`config.mk`:
```
export PLATFORM = sky130hd
export DESIGN_NAME = pfc_gate_logic
export DESIGN_NICKNAME = d
export VERILOG_FILES = /design/src/rtl/pfc_gate_pkg.sv /design/src/rtl/qual_if.sv /design/src/rtl/pfc_gate_logic.sv /design/src/rtl/level_sync.sv /design/src/rtl/qual_filter.sv
export SDC_FILE = /design/constraint.sdc
export NUM_CORES = 1
export LEC_CHECK = 0
export BUFFER_PORTS_ARGS = -buffer_cell sky130_fd_sc_hd__buf_2
export CORE_UTILIZATION = 25
export DETAILED_ROUTE_END_ITERATION = 10
export SETUP_SLACK_MARGIN = 0.15
export SYNTH_ARGS = -nofsm -noshare
export SYNTH_HDL_FRONTEND = slang
export SYNTH_SLANG_ARGS = --single-unit
```
`constraint.sdc`:
```
create_clock -name clk -period 2.9 [get_ports clk]
set_input_delay 0 -clock clk [delete_from_list [all_inputs] [get_ports clk]]
set_output_delay 0 -clock clk [all_outputs]
set_load 0.01 [all_outputs]
```
`src/rtl/pfc_gate_pkg.sv`:
```
// shared constants and types for the boost gate-decision logic
`default_nettype none
package pfc_gate_pkg;

  // clock and timing, figures in nanoseconds as printed
  localparam int CLK_NS           = 40;
  localparam int MIN_OFF_NS       = 600;
  localparam int PEAK_DEGLITCH_NS = 200;
  localparam int OPENFB_QUAL_NS   = 1000;
  localparam int OV_QUAL_NS       = 12000;

  // least times round up to whole cycles
  localparam int MIN_OFF_CYC      = (MIN_OFF_NS + CLK_NS - 1) / CLK_NS;
  localparam int PEAK_DEGLITCH_CYC = (PEAK_DEGLITCH_NS + CLK_NS - 1) / CLK_NS;
  localparam int OPENFB_QUAL_CYC   = (OPENFB_QUAL_NS + CLK_NS - 1) / CLK_NS;
  localparam int OV_QUAL_CYC       = (OV_QUAL_NS + CLK_NS - 1) / CLK_NS;

  // off-time budget for the duty ceiling at the nominal switching rate
  localparam int SW_FREQ_HZ       = 65000;
  localparam int MAX_DUTY_PCT     = 95;
  localparam int SW_PERIOD_NS     = 1000000000 / SW_FREQ_HZ;
  localparam int OFF_BUDGET_NS    = SW_PERIOD_NS * (100 - MAX_DUTY_PCT) / 100;
  // two synchroniser stages plus the ramp sample before the gate register
  localparam int LOGIC_LAT_CYC    = 3;
  localparam bit DUTY_FITS        = ((MIN_OFF_CYC + LOGIC_LAT_CYC) * CLK_NS) <= OFF_BUDGET_NS;

  localparam int OFF_W            = $clog2(MIN_OFF_CYC + 1);

  // bit positions of the synchronised comparator vector
  localparam int IN_W             = 11;
  localparam int B_CYCLE          = 0;
  localparam int B_RAMP           = 1;
  localparam int B_PEAK           = 2;
  localparam int B_OPENFB         = 3;
  localparam int B_OV1            = 4;
  localparam int B_OV1_HOLD       = 5;
  localparam int B_OV2            = 6;
  localparam int B_OV2_HOLD       = 7;
  localparam int B_SUP_ON         = 8;
  localparam int B_LOCKOUT        = 9;
  localparam int B_REG95          = 10;

  localparam logic [IN_W-1:0] SYNC_RESET = 11'h000;

  typedef enum logic [2:0] {
    ST_OFF,
    ST_RUN,
    ST_OPENFB,
    ST_OV1,
    ST_OV2,
    ST_BOTH
  } run_state_e;

endpackage : pfc_gate_pkg
`default_nettype wire

```
`src/rtl/qual_if.sv`:
```
// carrier between the core and a qualification filter
`default_nettype none
interface qual_if;
  logic raw;
  logic qual;
  modport filt (input raw, output qual);
  modport user (output raw, input qual);
endinterface : qual_if
`default_nettype wire

```
`src/rtl/pfc_gate_logic.sv`:
```
// gate decision, cycle latches and protection sequencing of the boost stage
`default_nettype none
// What this block does
// - min-off pulse overrides all and clears peak-cutoff and on latches
// - logic delay plus min-off pulse leaves 95% duty at 65kHz
// - peak-current event drops gate at once, off for rest of cycle
// - peak cutoff acts cycle by cycle from the -0.4V shunt comparator
// - peak comparator passes a 200ns deglitch before acting
// - feedback below 0.5V for 1us powers down; soft-restart when above
// - feedback above 2.7V switches the gate off immediately
// - qualified first overvoltage holds gate off until below 2.5V, no soft-start
// - backup overvoltage above 2.5V switches gate off, independent path
// - qualified second overvoltage auto-restarts with soft-start below 2.3V
// - both overvoltages: gate off until both comparators release
// - gate output is active high, one turns the transistor on
// - gate forced low while supply is under lockout level
// - each cycle starts with 600ns gate off and ramp held discharged
// - ramp crossing the averaged current ends off time, sets on latch
// - start above 12V supply with feedback above 0.5V; stop below 11V
// - soft-start ramps voltage loop, released at 95% of rated output
module pfc_gate_logic
  import pfc_gate_pkg::*;
(
  input  wire logic              clk,
  input  wire logic              rst_b,
  input  wire logic              cycle_start,
  input  wire logic              ramp_cross,
  input  wire logic              peak_current_cutoff,
  input  wire logic              open_feedback_guard,
  input  wire logic              first_overvoltage_guard,
  input  wire logic              first_overvoltage_hold,
  input  wire logic              second_overvoltage_guard,
  input  wire logic              second_overvoltage_hold,
  input  wire logic              supply_on_level,
  input  wire logic              supply_lockout_level,
  input  wire logic              bulk_at_regulation,
  output logic                   gate,
  output logic                   ramp_hold,
  output logic                   soft_start,
  output logic                   peak_cutoff_active,
  output pfc_gate_pkg::run_state_e protect_state
);
  import pfc_gate_pkg::*;

  typedef struct packed {
    run_state_e       state;
    logic [OFF_W-1:0] off_cnt;
    logic             edge_prev;
    logic             on_latch;
    logic             peak_latch;
    logic             soft_start;
    logic             gate;
  } core_s;

  core_s            q;
  core_s            next_q;
  logic [IN_W-1:0]  raw_vec;
  logic [IN_W-1:0]  s;
  logic             cyc_edge;
  logic             min_off;
  logic             any_raw_fault;

  qual_if peak_qi ();
  qual_if openfb_qi ();
  qual_if ov1_qi ();
  qual_if ov2_qi ();

  assign raw_vec = {bulk_at_regulation, supply_lockout_level, supply_on_level,
                    second_overvoltage_hold, second_overvoltage_guard,
                    first_overvoltage_hold, first_overvoltage_guard,
                    open_feedback_guard, peak_current_cutoff, ramp_cross, cycle_start};

  level_sync #(.W(IN_W)) u_sync (
    .clk   (clk),
    .rst_b (rst_b),
    .d     (raw_vec),
    .q     (s)
  );

  assign peak_qi.raw   = s[B_PEAK];
  assign openfb_qi.raw = s[B_OPENFB];
  assign ov1_qi.raw    = s[B_OV1];
  assign ov2_qi.raw    = s[B_OV2];

  qual_filter #(.CYCLES(PEAK_DEGLITCH_CYC)) u_peak_filt (.clk(clk), .rst_b(rst_b), .qi(peak_qi));
  qual_filter #(.CYCLES(OPENFB_QUAL_CYC)) u_openfb_filt (.clk(clk), .rst_b(rst_b), .qi(openfb_qi));
  qual_filter #(.CYCLES(OV_QUAL_CYC))     u_ov1_filt (.clk(clk), .rst_b(rst_b), .qi(ov1_qi));
  qual_filter #(.CYCLES(OV_QUAL_CYC))     u_ov2_filt (.clk(clk), .rst_b(rst_b), .qi(ov2_qi));

  // raw overvoltage, open-feedback and lockout levels gate off before qualification; only the peak cutoff waits on its filter
  assign any_raw_fault = s[B_OV1] | s[B_OV2] | s[B_OPENFB] | s[B_LOCKOUT];

  always_comb begin
    next_q           = q;
    cyc_edge         = s[B_CYCLE] & ~q.edge_prev;
    next_q.edge_prev = s[B_CYCLE];

    // the edge cycle itself counts as the first cycle of the off pulse
    min_off = cyc_edge | (q.off_cnt != '0);
    if (cyc_edge) begin
      next_q.off_cnt = OFF_W'(MIN_OFF_CYC - 1);
    end else if (q.off_cnt != '0) begin
      next_q.off_cnt = q.off_cnt - OFF_W'(1);
    end

    // the off pulse outranks both sets, so a late ramp or peak event cannot leak over
    if (min_off) begin
      next_q.on_latch   = 1'b0;
      next_q.peak_latch = 1'b0;
    end else begin
      if (s[B_RAMP]) begin
        next_q.on_latch = 1'b1;
      end
      if (peak_qi.qual) begin
        next_q.peak_latch = 1'b1;
      end
    end

    if (s[B_REG95]) begin
      next_q.soft_start = 1'b0;
    end

    case (q.state)
      ST_OFF: begin
        if (s[B_SUP_ON] && !s[B_OPENFB]) begin
          next_q.state      = ST_RUN;
          next_q.soft_start = 1'b1;
        end
      end
      ST_RUN: begin
        if (ov1_qi.qual && ov2_qi.qual) begin
          next_q.state = ST_BOTH;
        end else if (ov2_qi.qual) begin
          next_q.state = ST_OV2;
        end else if (ov1_qi.qual) begin
          next_q.state = ST_OV1;
        end else if (openfb_qi.qual) begin
          next_q.state = ST_OPENFB;
        end
      end
      ST_OPENFB: begin
        if (!s[B_OPENFB]) begin
          next_q.state      = ST_RUN;
          next_q.soft_start = 1'b1;
        end
      end
      ST_OV1: begin
        if (ov2_qi.qual) begin
          next_q.state = ST_BOTH;
        end else if (!s[B_OV1_HOLD]) begin
          next_q.state = ST_RUN;
        end
      end
      ST_OV2: begin
        if (ov1_qi.qual) begin
          next_q.state = ST_BOTH;
        end else if (!s[B_OV2_HOLD]) begin
          next_q.state      = ST_RUN;
          next_q.soft_start = 1'b1;
        end
      end
      ST_BOTH: begin
        if (!s[B_OV1_HOLD] && !s[B_OV2_HOLD]) begin
          next_q.state = ST_RUN;
        end
      end
      default: begin
        next_q.state = ST_OFF;
      end
    endcase

    // lockout beats every other transition
    if (s[B_LOCKOUT]) begin
      next_q.state      = ST_OFF;
      next_q.soft_start = 1'b0;
    end

    // one means transistor on; registered so the pin never glitches
    next_q.gate = (next_q.state == ST_RUN) & next_q.on_latch & ~next_q.peak_latch
                  & (next_q.off_cnt == '0) & ~any_raw_fault;
  end

  always_ff @(posedge clk) begin
    if (!rst_b) begin
      q <= '{state: ST_OFF, off_cnt: '0, edge_prev: 1'b0, on_latch: 1'b0,
             peak_latch: 1'b0, soft_start: 1'b0, gate: 1'b0};
    end else begin
      q <= next_q;
    end
  end

  assign gate               = q.gate;
  assign ramp_hold          = (q.off_cnt != '0) | (q.state != ST_RUN);
  assign soft_start         = q.soft_start;
  assign peak_cutoff_active = q.peak_latch;
  assign protect_state      = q.state;

  property p_minoff_clears;
    @(posedge clk) disable iff (!rst_b)
      (q.off_cnt != '0) |=> (!q.on_latch && !q.peak_latch);
  endproperty
  a_minoff_clears: assert property (p_minoff_clears)
    else $error("off pulse did not clear the latches");

  property p_duty;
    @(posedge clk) disable iff (!rst_b)
      (q.off_cnt == OFF_W'(1)) ##1 (s[B_RAMP] && q.state == ST_RUN && !any_raw_fault
        && !cyc_edge && !peak_qi.qual && !openfb_qi.qual && !ov1_qi.qual && !ov2_qi.qual)
      |=> q.gate;
  endproperty
  a_duty: assert property (p_duty)
    else $error("gate not on right after the off pulse");

  property p_peak_gate_off;
    @(posedge clk) disable iff (!rst_b)
      q.peak_latch |-> !q.gate;
  endproperty
  a_peak_gate_off: assert property (p_peak_gate_off)
    else $error("gate on while peak cutoff latched");

  property p_peak_holds;
    @(posedge clk) disable iff (!rst_b)
      (q.peak_latch && !cyc_edge && q.off_cnt == '0) |=> q.peak_latch;
  endproperty
  a_peak_holds: assert property (p_peak_holds)
    else $error("peak cutoff released inside the cycle");

  property p_peak_deglitch;
    @(posedge clk) disable iff (!rst_b)
      $rose(peak_qi.qual) |-> ($past(s[B_PEAK], 1) && $past(s[B_PEAK], 5));
  endproperty
  a_peak_deglitch: assert property (p_peak_deglitch)
    else $error("peak cutoff passed a short pulse");

  property p_openfb_down;
    @(posedge clk) disable iff (!rst_b)
      (q.state == ST_RUN && openfb_qi.qual && !ov1_qi.qual && !ov2_qi.qual && !s[B_LOCKOUT])
      |=> (q.state == ST_OPENFB);
  endproperty
  a_openfb_down: assert property (p_openfb_down)
    else $error("open feedback did not power down");

  property p_ov1_off;
    @(posedge clk) disable iff (!rst_b)
      s[B_OV1] |=> !q.gate;
  endproperty
  a_ov1_off: assert property (p_ov1_off)
    else $error("gate on after first overvoltage");

  property p_ov1_hold;
    @(posedge clk) disable iff (!rst_b)
      (q.state == ST_OV1 && s[B_OV1_HOLD]) |=> (q.state != ST_RUN);
  endproperty
  a_ov1_hold: assert property (p_ov1_hold)
    else $error("first overvoltage released early");

  property p_ov2_off;
    @(posedge clk) disable iff (!rst_b)
      s[B_OV2] |=> !q.gate;
  endproperty
  a_ov2_off: assert property (p_ov2_off)
    else $error("gate on after second overvoltage");

  property p_ov2_restart;
    @(posedge clk) disable iff (!rst_b)
      (q.state == ST_OV2 && !s[B_OV2_HOLD] && !ov1_qi.qual && !s[B_LOCKOUT])
      |=> (q.state == ST_RUN && q.soft_start);
  endproperty
  a_ov2_restart: assert property (p_ov2_restart)
    else $error("second overvoltage did not soft-restart");

  property p_both_hold;
    @(posedge clk) disable iff (!rst_b)
      (q.state == ST_BOTH && (s[B_OV1_HOLD] || s[B_OV2_HOLD]) && !s[B_LOCKOUT])
      |=> (q.state == ST_BOTH);
  endproperty
  a_both_hold: assert property (p_both_hold)
    else $error("double overvoltage released early");

  property p_lockout;
    @(posedge clk) disable iff (!rst_b)
      s[B_LOCKOUT] |=> (!q.gate && q.state == ST_OFF);
  endproperty
  a_lockout: assert property (p_lockout)
    else $error("gate on under supply lockout");

  property p_off_pulse;
    @(posedge clk) disable iff (!rst_b)
      (cyc_edge && q.state == ST_RUN) |=> (ramp_hold && !q.gate) [*8];
  endproperty
  a_off_pulse: assert property (p_off_pulse)
    else $error("off pulse too short");

  property p_gate_needs;
    @(posedge clk) disable iff (!rst_b)
      q.gate |-> (q.state == ST_RUN && q.on_latch && !q.peak_latch && q.off_cnt == '0);
  endproperty
  a_gate_needs: assert property (p_gate_needs)
    else $error("gate on without run state and on latch");

endmodule : pfc_gate_logic
`default_nettype wire

```
`src/rtl/level_sync.sv`:
```
// two-stage synchroniser for a vector of comparator levels
`default_nettype none
module level_sync #(
  parameter int W = 1
) (
  input  wire logic         clk,
  input  wire logic         rst_b,
  input  wire logic [W-1:0] d,
  output logic      [W-1:0] q
);
  typedef struct packed {
    logic [W-1:0] s1;
    logic [W-1:0] s2;
  } sync_s;

  sync_s r;
  sync_s next_r;

  always_comb begin
    next_r    = r;
    next_r.s1 = d;
    next_r.s2 = r.s1;
  end

  always_ff @(posedge clk) begin
    if (!rst_b) begin
      r <= '0;
    end else begin
      r <= next_r;
    end
  end

  assign q = r.s2;
endmodule : level_sync
`default_nettype wire

```
`src/rtl/qual_filter.sv`:
```
// qualifies a level: high only after CYCLES consecutive high samples
`default_nettype none
module qual_filter #(
  parameter int CYCLES = 5
) (
  input  wire logic clk,
  input  wire logic rst_b,
  qual_if.filt      qi
);
  localparam int CW = (CYCLES > 1) ? $clog2(CYCLES) : 1;

  typedef struct packed {
    logic [CW-1:0] cnt;
    logic          qual;
  } filt_s;

  filt_s r;
  filt_s next_r;

  // a single low sample restarts the count, so short pulses never pass
  always_comb begin
    next_r = r;
    if (!qi.raw) begin
      next_r.cnt  = '0;
      next_r.qual = 1'b0;
    end else if (r.cnt == CW'(CYCLES - 1)) begin
      next_r.qual = 1'b1;
    end else begin
      next_r.cnt = r.cnt + CW'(1);
    end
  end

  always_ff @(posedge clk) begin
    if (!rst_b) begin
      r <= '0;
    end else begin
      r <= next_r;
    end
  end

  assign qi.qual = r.qual;
endmodule : qual_filter
`default_nettype wire

```
==> impl_metrics.py, run 1 <==
metrics = {
    "worst_setup_path": {
        "slowest_delay_ps": 540,
        "critPathSlowestCell": "or3b_2",
        "rr_endpoint": "u_ov1_filt.r[1]",
        "arrival_ps": 1880,
        "required_ps": 2900,
        "r2r-start": "u_ov1_filt.r[1]",
        "cp.buffers_inverters": 2,
        "critical_path_class": "flip-flop to output port",
        "cp_max_fo": 7,
        "reg2reg_setup_slack_ps": 1180,
        "crit_chain": "inv_1, ha_1, or3b_2, nand4b_1, buf_2",
        "ff2ff_path_depth": 5,
        "start_kind": "flip-flop",
        "setup.worst_path.end_class": "output port",
        "cpLargestDelayFamily": "simple AND/OR/NAND/NOR gates",
    },
    "timing": {
        "fin_skew_ps": 5.69,
        "slew_viol_final": 0,
        "relSlewSlack_pct": 64.0,
        "layout_min_cycle_time_ps": 1880,
        "max_freq_ghz": 0.532,
        "hold_viol_final": 0,
        "finalSetupTns_ps": 0,
        "worst_pin_slew_ps": 533,
        "fin_crit_sh_pct": 64.8,
        "setup_viol": 0,
        "rsz0062_at_grt": "false",
    },
    "global_routing": {
        "grt_overflow": 0,
        "grt_pass1_wl_mm": 7.69,
        "grt_start_max_net_pins": 32,
        "grt_use_met1_pct": 11.4,
        "grtUsageTotal_pct": 9.71,
        "gr-usage-met3_pct": 3.28,
        "grt-busiest-layer": "met2",
        "antenna_found_initial": 0,
        "grt_pass1_vias": 1738,
        "globalRouteMet2Util_pct": 15.1,
    },
    "drt": {
        "vias": 1842,
        "remaining_drc_errors": 0,
        "antenna_left": 0,
        "drt-initial-drc-count": 73,
        "route.detailed.wl_per_inst_microns": 9.91,
        "drtPass1Iterations": 4,
        "wl_mm": 4.35,
        "vias_per_cell": 4.20,
    },
    "logic_synthesis": {
        "ys_ff_latch": 64,
        "synth_cell_types": 40,
        "synth_cells": 268,
        "synth_flop_cell": "dfxtp_1",
        "synth_area_leader_cell": "dfxtp_1",
        "ys_seq_area_share_pct": 51.4,
        "synth_area_leaders": "dfxtp_1 51%, and2_1 6.0%, nor2_1 4.7%, ha_1 3.5%, nand2_1 3.0%",
        "synth_nets": 288,
        "avgSynthCellArea_sq_um": 9.30,
        "synth_top_area_share_pct": 51.4,
        "syn_area_sq_mm": 0.00249,
        "ys_top_cells_by_count": "64 x dfxtp_1, 31 x nor2_1, 24 x and2_1, 20 x nand2_1",
        "synth.most_common_cell": "dfxtp_1",
        "synth_edf_count": 0,
        "async_reset_ff_share_pct": 0,
        "ys_warn_count": 0,
    },
    "power_and_ir_drop": {
        "swShare_pct": 22.2,
        "comb_power_share_pct": 9.0,
        "clock_power_share_pct": 44.4,
        "power_density_mw_per_mm2": 667,
        "power.leakage_nw": 1.11,
        "vdd_ir_drop_max_mv": 0.263,
        "p_int_mw": 1.58,
        "p_sw_mw": 0.452,
        "seqPwrFrac_pct": 46.6,
    },
    "clock_network": {
        "cts_resized": 0,
        "cts_buffers": 9,
        "cts_tree": "built",
        "cts.sink_count": 64,
        "htree_num_levels": 3,
        "max-clock-path-buffers": 2,
        "clkTransAtPathRegs_ps": 70,
        "ctsRootBufferMaster": "clkbuf_8",
        "clk_latency_ps": 340,
    },
    "floorplan": {
        "core_area_sq_mm": 0.00973,
        "initial_core_util_pct": 25.6,
        "std_cell_rows": 36,
        "die_w_microns": 102,
        "ios": 20,
        "dieArea_sq_mm": 0.0104,
        "fp.dieH_microns": 102,
    },
    "place": {
        "gp_congestion": 0.766,
        "place.port_buffers": 19,
        "dpl_cell_area_sq_mm": 0.00270,
        "dpl.hpwl_mm": 2.96,
    },
    "run_status": {
        "status": "complete, no violations",
    },
    "layout": {
        "stdcell_area_sq_mm": 0.00305,
        "drive_gt1_share_pct": 12.4,
        "syn_to_final_growth_pct": 22.3,
        "fillers": 1052,
        "fin_util_pct": 31.3,
        "fin_nets": 321,
        "diodes": 0,
    },
    "worst_hold_path": {
        "hold_start": "rst_b",
        "hold_path_class": "input port to flip-flop",
        "hold_depth": 2,
        "hold_path_end": "u_sync.next_r[5]",
    },
    "job": {
        "cap_viol_max_count": 0,
    },
}
==> timing repair <==
action                                 4_1_cts  5_1_grt
endpoints found under the hold margin       11        0
hold buffers                                11        0
buffers inserted                             0        0
==> flip-flops by register name (all words and copies together) (netlist names) <==
register,cells
u_openfb_filt.r,5
soft_start,1
u_peak_filt.qi.qual,1
q,6
protect_state,3
u_ov1_filt.r,9
u_sync.q,11
u_sync.next_r,11
peak_cutoff_active,1
u_ov2_filt.qi.qual,1
u_openfb_filt.qi.qual,1
u_peak_filt.r,3
u_ov1_filt.qi.qual,1
gate,1
u_ov2_filt.r,9
==> worst reg2reg max path: stages, from the launching register on <==
cell,delay [ps]
dfxtp_1,370
ha_1,260
nor4bb_1,530
nand2_1,200
xnor2_1,200
nor2_1,50
==> metal layers <==
metal	vias up	part of all wire, %
met5	-	0
met4	0	2.9
met3	9	3.5
met2	30	43
met1	831	51
li1	972	-
==> power groups by stage <==
| stage | registers [mW] | logic, mW | clock network (mW) |
|---|---|---|---|
| after CTS | 0.949 | 0.185 | 0.929 |
| after global routing | 0.954 | 0.212 | 0.976 |
| after detailed placement | 0.968 | 0.173 | 0 |
| after floorplan | 0.961 | 0.148 | 0 |
| final | 0.949 | 0.182 | 0.903 |
| after global placement | 0.967 | 0.168 | 0 |
==> placed cells by master, fill, tap and decap left out, types with 7 or more instances in the layout <==
master / count
nand3_1: 11
clkbuf_8: 9
a21oi_1: 13
inv_1: 13
nor2_1: 31
dlygate4sd3_1: 11
nor3_1: 12
and2_1: 24
ha_1: 7
dfxtp_1: 64
xor2_1: 8
buf_2: 19
nand2_1: 20
o21ai_0: 7
==> how the worst max path moves through the flow <==
stage                    start         endpoint  slack (ps)  depth (start not counted)
6_report                  q[5]        ramp_hold        1020                          5
5_1_grt                   q[5]        ramp_hold         910                          5
4_1_cts                   q[5]        ramp_hold         980                          5
3_5_place_dp   u_ov1_filt.r[1]  u_ov1_filt.r[1]        1200                          5
3_3_place_gp              q[5]             gate        1250                          6
2_1_floorplan             q[5]             gate        1300                          6
==> layout make-up <==
cell class | count | area, sq um | area share, %
flip-flops and latches | 64 | 1280 | 42.0
clock buffers | 10 | 128 | 4.19
repair buffers | 30 | 205 | 6.73
well taps | 133 | 166 | 5.46
clock inverters | 6 | 108 | 3.53
multi-input cells | 183 | 1110 | 36.5
inverters | 13 | 48.8 | 1.60
==> metrics by stage <==
stage / power [mW] / setup slack (ps) / instances / hold slack, ps
after CTS: 2.06 / 979 / 439 / 132
after detailed placement: 1.14 / 1200 / 412 / 209
after global routing: 2.14 / 911 / 439 / 165
final: 2.03 / 1020 / 439 / 133
after floorplan: 1.11 / 1300 / 268 / 127
after global placement: 1.13 / 1250 / 412 / 208
==> cell families (layout without fill, tap and decap cells) <==
logic type                 after synthesis  count (layout)  synth area share, %
AOI/OAI and AO/OA                       33              33                 7.98
xor gates and xnor gates                14              14                 4.92
adders and majority gates                7               7                 3.51
buffers and inverters                   21              59                 3.97
DFF                                     64              64                 51.4
muxes                                    1               1                0.402
and+or+nand+nor                        128             128                 27.8
(Power assumes the default switching activity.)
==> run 2, diff against run 1 <==
Clock period 2.9 ns to 1.5 ns, I/O delays scaled along.
==> impl_metrics.py, run 2 (same netlist as run 1, synthesis figures left out) <==
metrics = {
    "layout": {
        "stdcell_area_sq_mm": 0.00337,
        "fin_util_pct": 34.6,
        "syn_to_final_growth_pct": 35.1,
        "drive_gt1_share_pct": 26.0,
        "fillers": 1025,
        "final_cells": 468,
        "fin_nets": 350,
        "final_cell_mix": "52 x dfxtp_1, 30 x nor2_1, 24 x and2_1",
        "final_common_cell": "dfxtp_1",
        "diodes": 0,
    },
    "clock_network": {
        "clkTransAtPathRegs_ps": 80,
        "cts.sink_count": 64,
        "cts_tree": "built",
        "htree_num_levels": 3,
        "max-clock-path-buffers": 2,
        "ctsRootBufferMaster": "clkbuf_8",
        "clk_latency_ps": 340,
        "cts_buffers": 9,
    },
    "global_routing": {
        "grt_pass1_vias": 1998,
        "grt_pass1_wl_mm": 8.60,
        "antenna_found_initial": 0,
        "grtUsageTotal_pct": 10.8,
        "grt_start_max_net_pins": 21,
        "grt_use_met1_pct": 12.4,
        "gr-usage-met3_pct": 2.26,
        "grt_overflow": 0,
        "globalRouteMet2Util_pct": 18.4,
        "grt-busiest-layer": "met2",
    },
    "worst_setup_path": {
        "r2r-start": "q[5]",
        "crit_chain": "inv_2, ha_4, or3b_4, nand4b_1, buf_2",
        "cpLargestDelayFamily": "simple AND/OR/NAND/NOR gates",
        "cp.buffers_inverters": 2,
        "ff2ff_path_depth": 7,
        "cp-endpoint": "ramp_hold",
        "setup.worst_path.end_class": "output port",
        "reg2reg_setup_slack_ps": -110,
        "arrival_ps": 1630,
        "rr_endpoint": "gate",
        "critPathSlowestCell": "or3b_4",
        "required_ps": 1500,
        "cp_max_fo": 2,
        "cp.depth": 5,
        "critPathLaunch": "q[6]",
        "slowest_delay_ps": 380,
        "start_kind": "flip-flop",
        "critical_path_class": "flip-flop to output port",
    },
    "drt": {
        "wl_mm": 4.97,
        "drtPass1Iterations": 4,
        "drt-initial-drc-count": 60,
        "vias_per_cell": 4.20,
        "remaining_drc_errors": 0,
        "vias": 1964,
        "route.detailed.wl_per_inst_microns": 10.6,
        "antenna_left": 0,
    },
    "floorplan": {
        "dieArea_sq_mm": 0.0104,
        "fp.dieH_microns": 102,
        "initial_core_util_pct": 25.6,
        "core_area_sq_mm": 0.00973,
        "die_w_microns": 102,
        "ios": 20,
        "std_cell_rows": 36,
    },
    "worst_hold_path": {
        "hold_path_class": "input port to flip-flop",
        "hold_start": "rst_b",
    },
    "timing": {
        "layout_min_cycle_time_ps": 1630,
        "fin_crit_sh_pct": 109,
        "slew_viol_final": 0,
        "worst_pin_slew_ps": 360,
        "finalSetupTns_ps": -266,
        "fin_skew_ps": 10.0,
        "relSlewSlack_pct": 75.8,
        "fin_ws_ps": -135,
        "setup_viol": 3,
        "hold_viol_final": 0,
        "whs_ps": 69.6,
        "rsz0062_at_grt": "true",
        "max_freq_ghz": 0.612,
    },
    "place": {
        "dpl_cell_area_sq_mm": 0.00283,
        "place_ws_ps": -130,
        "place.port_buffers": 19,
        "dpl.hpwl_mm": 3.21,
        "gp_congestion": 0.776,
        "placedCellCount": 425,
    },
    "power_and_ir_drop": {
        "power.leakage_nw": 1.26,
        "power_density_mw_per_mm2": 1170,
        "vdd_ir_drop_max_mv": 0.726,
        "finalPower_mw": 3.94,
    },
    "run_status": {
        "failed_checks": "negative setup slack",
        "status": "complete, but fails checks",
    },
    "job": {
        "cap_viol_max_count": 0,
    },
}
==> run 2: cell types whose count changed in the layout (fill, tap and decap cells not counted), moves of 3 or more <==
cell	delta
dfxtp_1	-12
buf_4	+18
nor4bb_1	-3
ha_1	-3
dfxtp_2	+11
dlygate4sd3_1	+10
==> run 2: worst min path at each step <==
stage | depth (start not counted) | to | slack (ps)
floorplan | 1 | u_sync.next_r[0] | 130
global placement | 2 | u_sync.next_r[6] | 210
detailed placement | 2 | u_sync.next_r[8] | 210
CTS | 3 | soft_start | 60
global route | 3 | soft_start | 70
finish | 3 | soft_start | 70
==> run 2: worst register-to-register path, stage by stage, from the launching register on <==
cell and delay (ps):
dfxtp_2 340, inv_2 50, ha_4 150, buf_4 130, or4_4 410, o211a_1 260, o31ai_2 80, nor4bb_2 80
==> run 2: final cells by class <==
class	count	area [sq um]	area share, %
well taps	133	166	4.94
inverters	13	48.8	1.45
multi-input cells	183	1190	35.5
flip-flops and latches	64	1300	38.6
repair buffers	59	452	13.4
clock buffers	11	151	4.50
clock inverters	5	55.1	1.64
==> run 2: report_power, final <==
part           leakage (nW)  switching (mW)  internal [mW]  total (mW)
Combinational         0.633           0.267          0.343       0.610
Sequential            0.528          0.0514           1.78        1.83
Clock                 0.101           0.651          0.851        1.50
Total                  1.26           0.970           2.97        3.94
==> run 2: layer usage <==
metal	wire, microns	vias to the layer above
met4	128	0
met1	2310	903
met3	108	9
met2	2420	27
met5	0	-
li1	-	1025
==> run 2: what timing repair did <==
action,in CTS,in global routing
hold endpoints to repair,11,0
resized for setup,9,18
hold buffers,21,0
setup buffers,5,1
pin swaps,6,6
setup endpoints to repair,11,22
==> run 3, diff against run 2 <==
Settings changed: CORE_ASPECT_RATIO set to 2, GPL_TIMING_DRIVEN set to 0, SETUP_SLACK_MARGIN 0.15 to unset.
==> impl_metrics.py, run 3 (same netlist as run 1, synthesis figures left out) <==
metrics = {
    "worst_hold_path": {
        "hold_depth": 3,
        "hold_path_class": "input port to flip-flop",
    },
    "drt": {
        "antenna_left": 0,
        "drtPass1Iterations": 4,
        "vias": 1983,
        "wl_mm": 5.10,
        "drt-initial-drc-count": 42,
        "vias_per_cell": 4.37,
        "remaining_drc_errors": 0,
        "route.detailed.wl_per_inst_microns": 11.2,
    },
    "timing": {
        "fin_ws_ps": -85.4,
        "worst_pin_slew_ps": 395,
        "setup_viol": 6,
        "layout_min_cycle_time_ps": 1590,
        "max_freq_ghz": 0.631,
        "finalSetupTns_ps": -286,
        "fin_crit_sh_pct": 106,
        "hold_viol_final": 0,
        "relSlewSlack_pct": 73.3,
        "rsz0062_at_grt": "true",
        "fin_skew_ps": 5.23,
        "slew_viol_final": 0,
    },
    "global_routing": {
        "grt_overflow": 0,
        "grt_start_max_net_pins": 11,
        "antenna_found_initial": 0,
        "grt_pass1_vias": 1916,
        "grt_pass1_wl_mm": 8.56,
        "grtUsageTotal_pct": 11.1,
    },
    "worst_setup_path": {
        "arrival_ps": 1790,
        "required_ps": 1700,
        "start_kind": "flip-flop",
        "critical_path_class": "flip-flop to flip-flop",
        "cp_max_fo": 4,
        "setup.worst_path.end_class": "flip-flop",
        "ff2ff_path_depth": 4,
    },
    "place": {
        "dpl_cell_area_sq_mm": 0.00277,
        "place.port_buffers": 19,
        "place_ws_ps": -237,
        "dpl.hpwl_mm": 3.49,
        "gp_congestion": 0.840,
    },
    "clock_network": {
        "cts_buffers": 9,
        "clk_latency_ps": 320,
        "clkTransAtPathRegs_ps": 50,
        "cts.sink_count": 64,
        "htree_num_levels": 3,
        "cts_tree": "built",
        "ctsRootBufferMaster": "clkbuf_16",
        "max-clock-path-buffers": 2,
    },
    "floorplan": {
        "die_w_microns": 72.6,
        "std_cell_rows": 51,
        "fp.dieH_microns": 143,
        "dieArea_sq_mm": 0.0104,
        "ios": 20,
        "core_area_sq_mm": 0.00970,
        "initial_core_util_pct": 25.7,
    },
    "layout": {
        "stdcell_area_sq_mm": 0.00331,
        "fillers": 1041,
        "drive_gt1_share_pct": 22.7,
        "syn_to_final_growth_pct": 32.8,
        "multi_input_comb_area_sq_mm": 0.00120,
        "fin_nets": 340,
        "seq_area_sq_mm": 0.00129,
        "fin_util_pct": 34.1,
        "diodes": 0,
        "final_common_cell": "dfxtp_1",
        "final_cell_mix": "59 x dfxtp_1, 30 x nor2_1, 24 x and2_1",
    },
    "job": {
        "cap_viol_max_count": 0,
    },
    "power_and_ir_drop": {
        "power_density_mw_per_mm2": 1320,
        "power.leakage_nw": 1.23,
        "vdd_ir_drop_max_mv": 0.815,
        "finalPower_mw": 4.38,
    },
    "run_status": {
        "failed_checks": "negative setup slack",
        "status": "complete, but fails checks",
    },
}
run 3: worst max-delay path: stages (launching register included):
cell	delay (ps)
dfxtp_2	320
or4b_4	540
nor4_4	340
mux2i_1	220
nor2_1	50
run 3: layer usage:
layer | global-route usage (%) | vias to the layer above | wire length, microns
met5 | 0 | - | 0
met4 | 7.95 | 0 | 218
met3 | 3.18 | 17 | 170
met2 | 20.3 | 41 | 2790
met1 | 10.1 | 915 | 1920
li1 | - | 1010 | -
run 3: layout make-up:
type	count	area share [%]
clock buffers	12	7.75
well taps	132	4.99
inverters	13	1.47
clock inverters	1	0.151
multi-input cells	183	36.1
repair buffers	42	9.15
flip-flops and latches	64	39.0
plain buffers	7	1.40
run 3: through the flow:
step	std cells	hold WS (ps)
detailed placement	419	208
CTS	450	26.7
finish	454	38.6
global placement	419	206
global route	454	59.1
floorplan	268	127
run 3: timing repair:
action / in CTS / in global routing
gates cloned: 0 / 0
setup buffers: 8 / 4
endpoints found under the hold margin: 11 / 0
hold buffers: 11 / 0
endpoints found under the setup margin: 9 / 12
gates resized for setup: 14 / 10
pin swaps: 6 / 4
run 3: worst paths after layout:
check | slack, ps | endpoint | startpoint
max | -90 | u_ov2_filt.r[2] | u_ov2_filt.r[5]
min | 40 | soft_start | rst_b
max reg2reg | -90 | u_ov2_filt.r[2] | u_ov2_filt.r[5]
min reg2reg | 430 | u_sync.q[10] | u_sync.next_r[10]
run 3: power breakdown:
part	leakage [nW]	internal [mW]	switching [mW]
Sequential	0.524	1.79	0.0533
Clock	0.130	1.17	0.666
Combinational	0.572	0.405	0.289
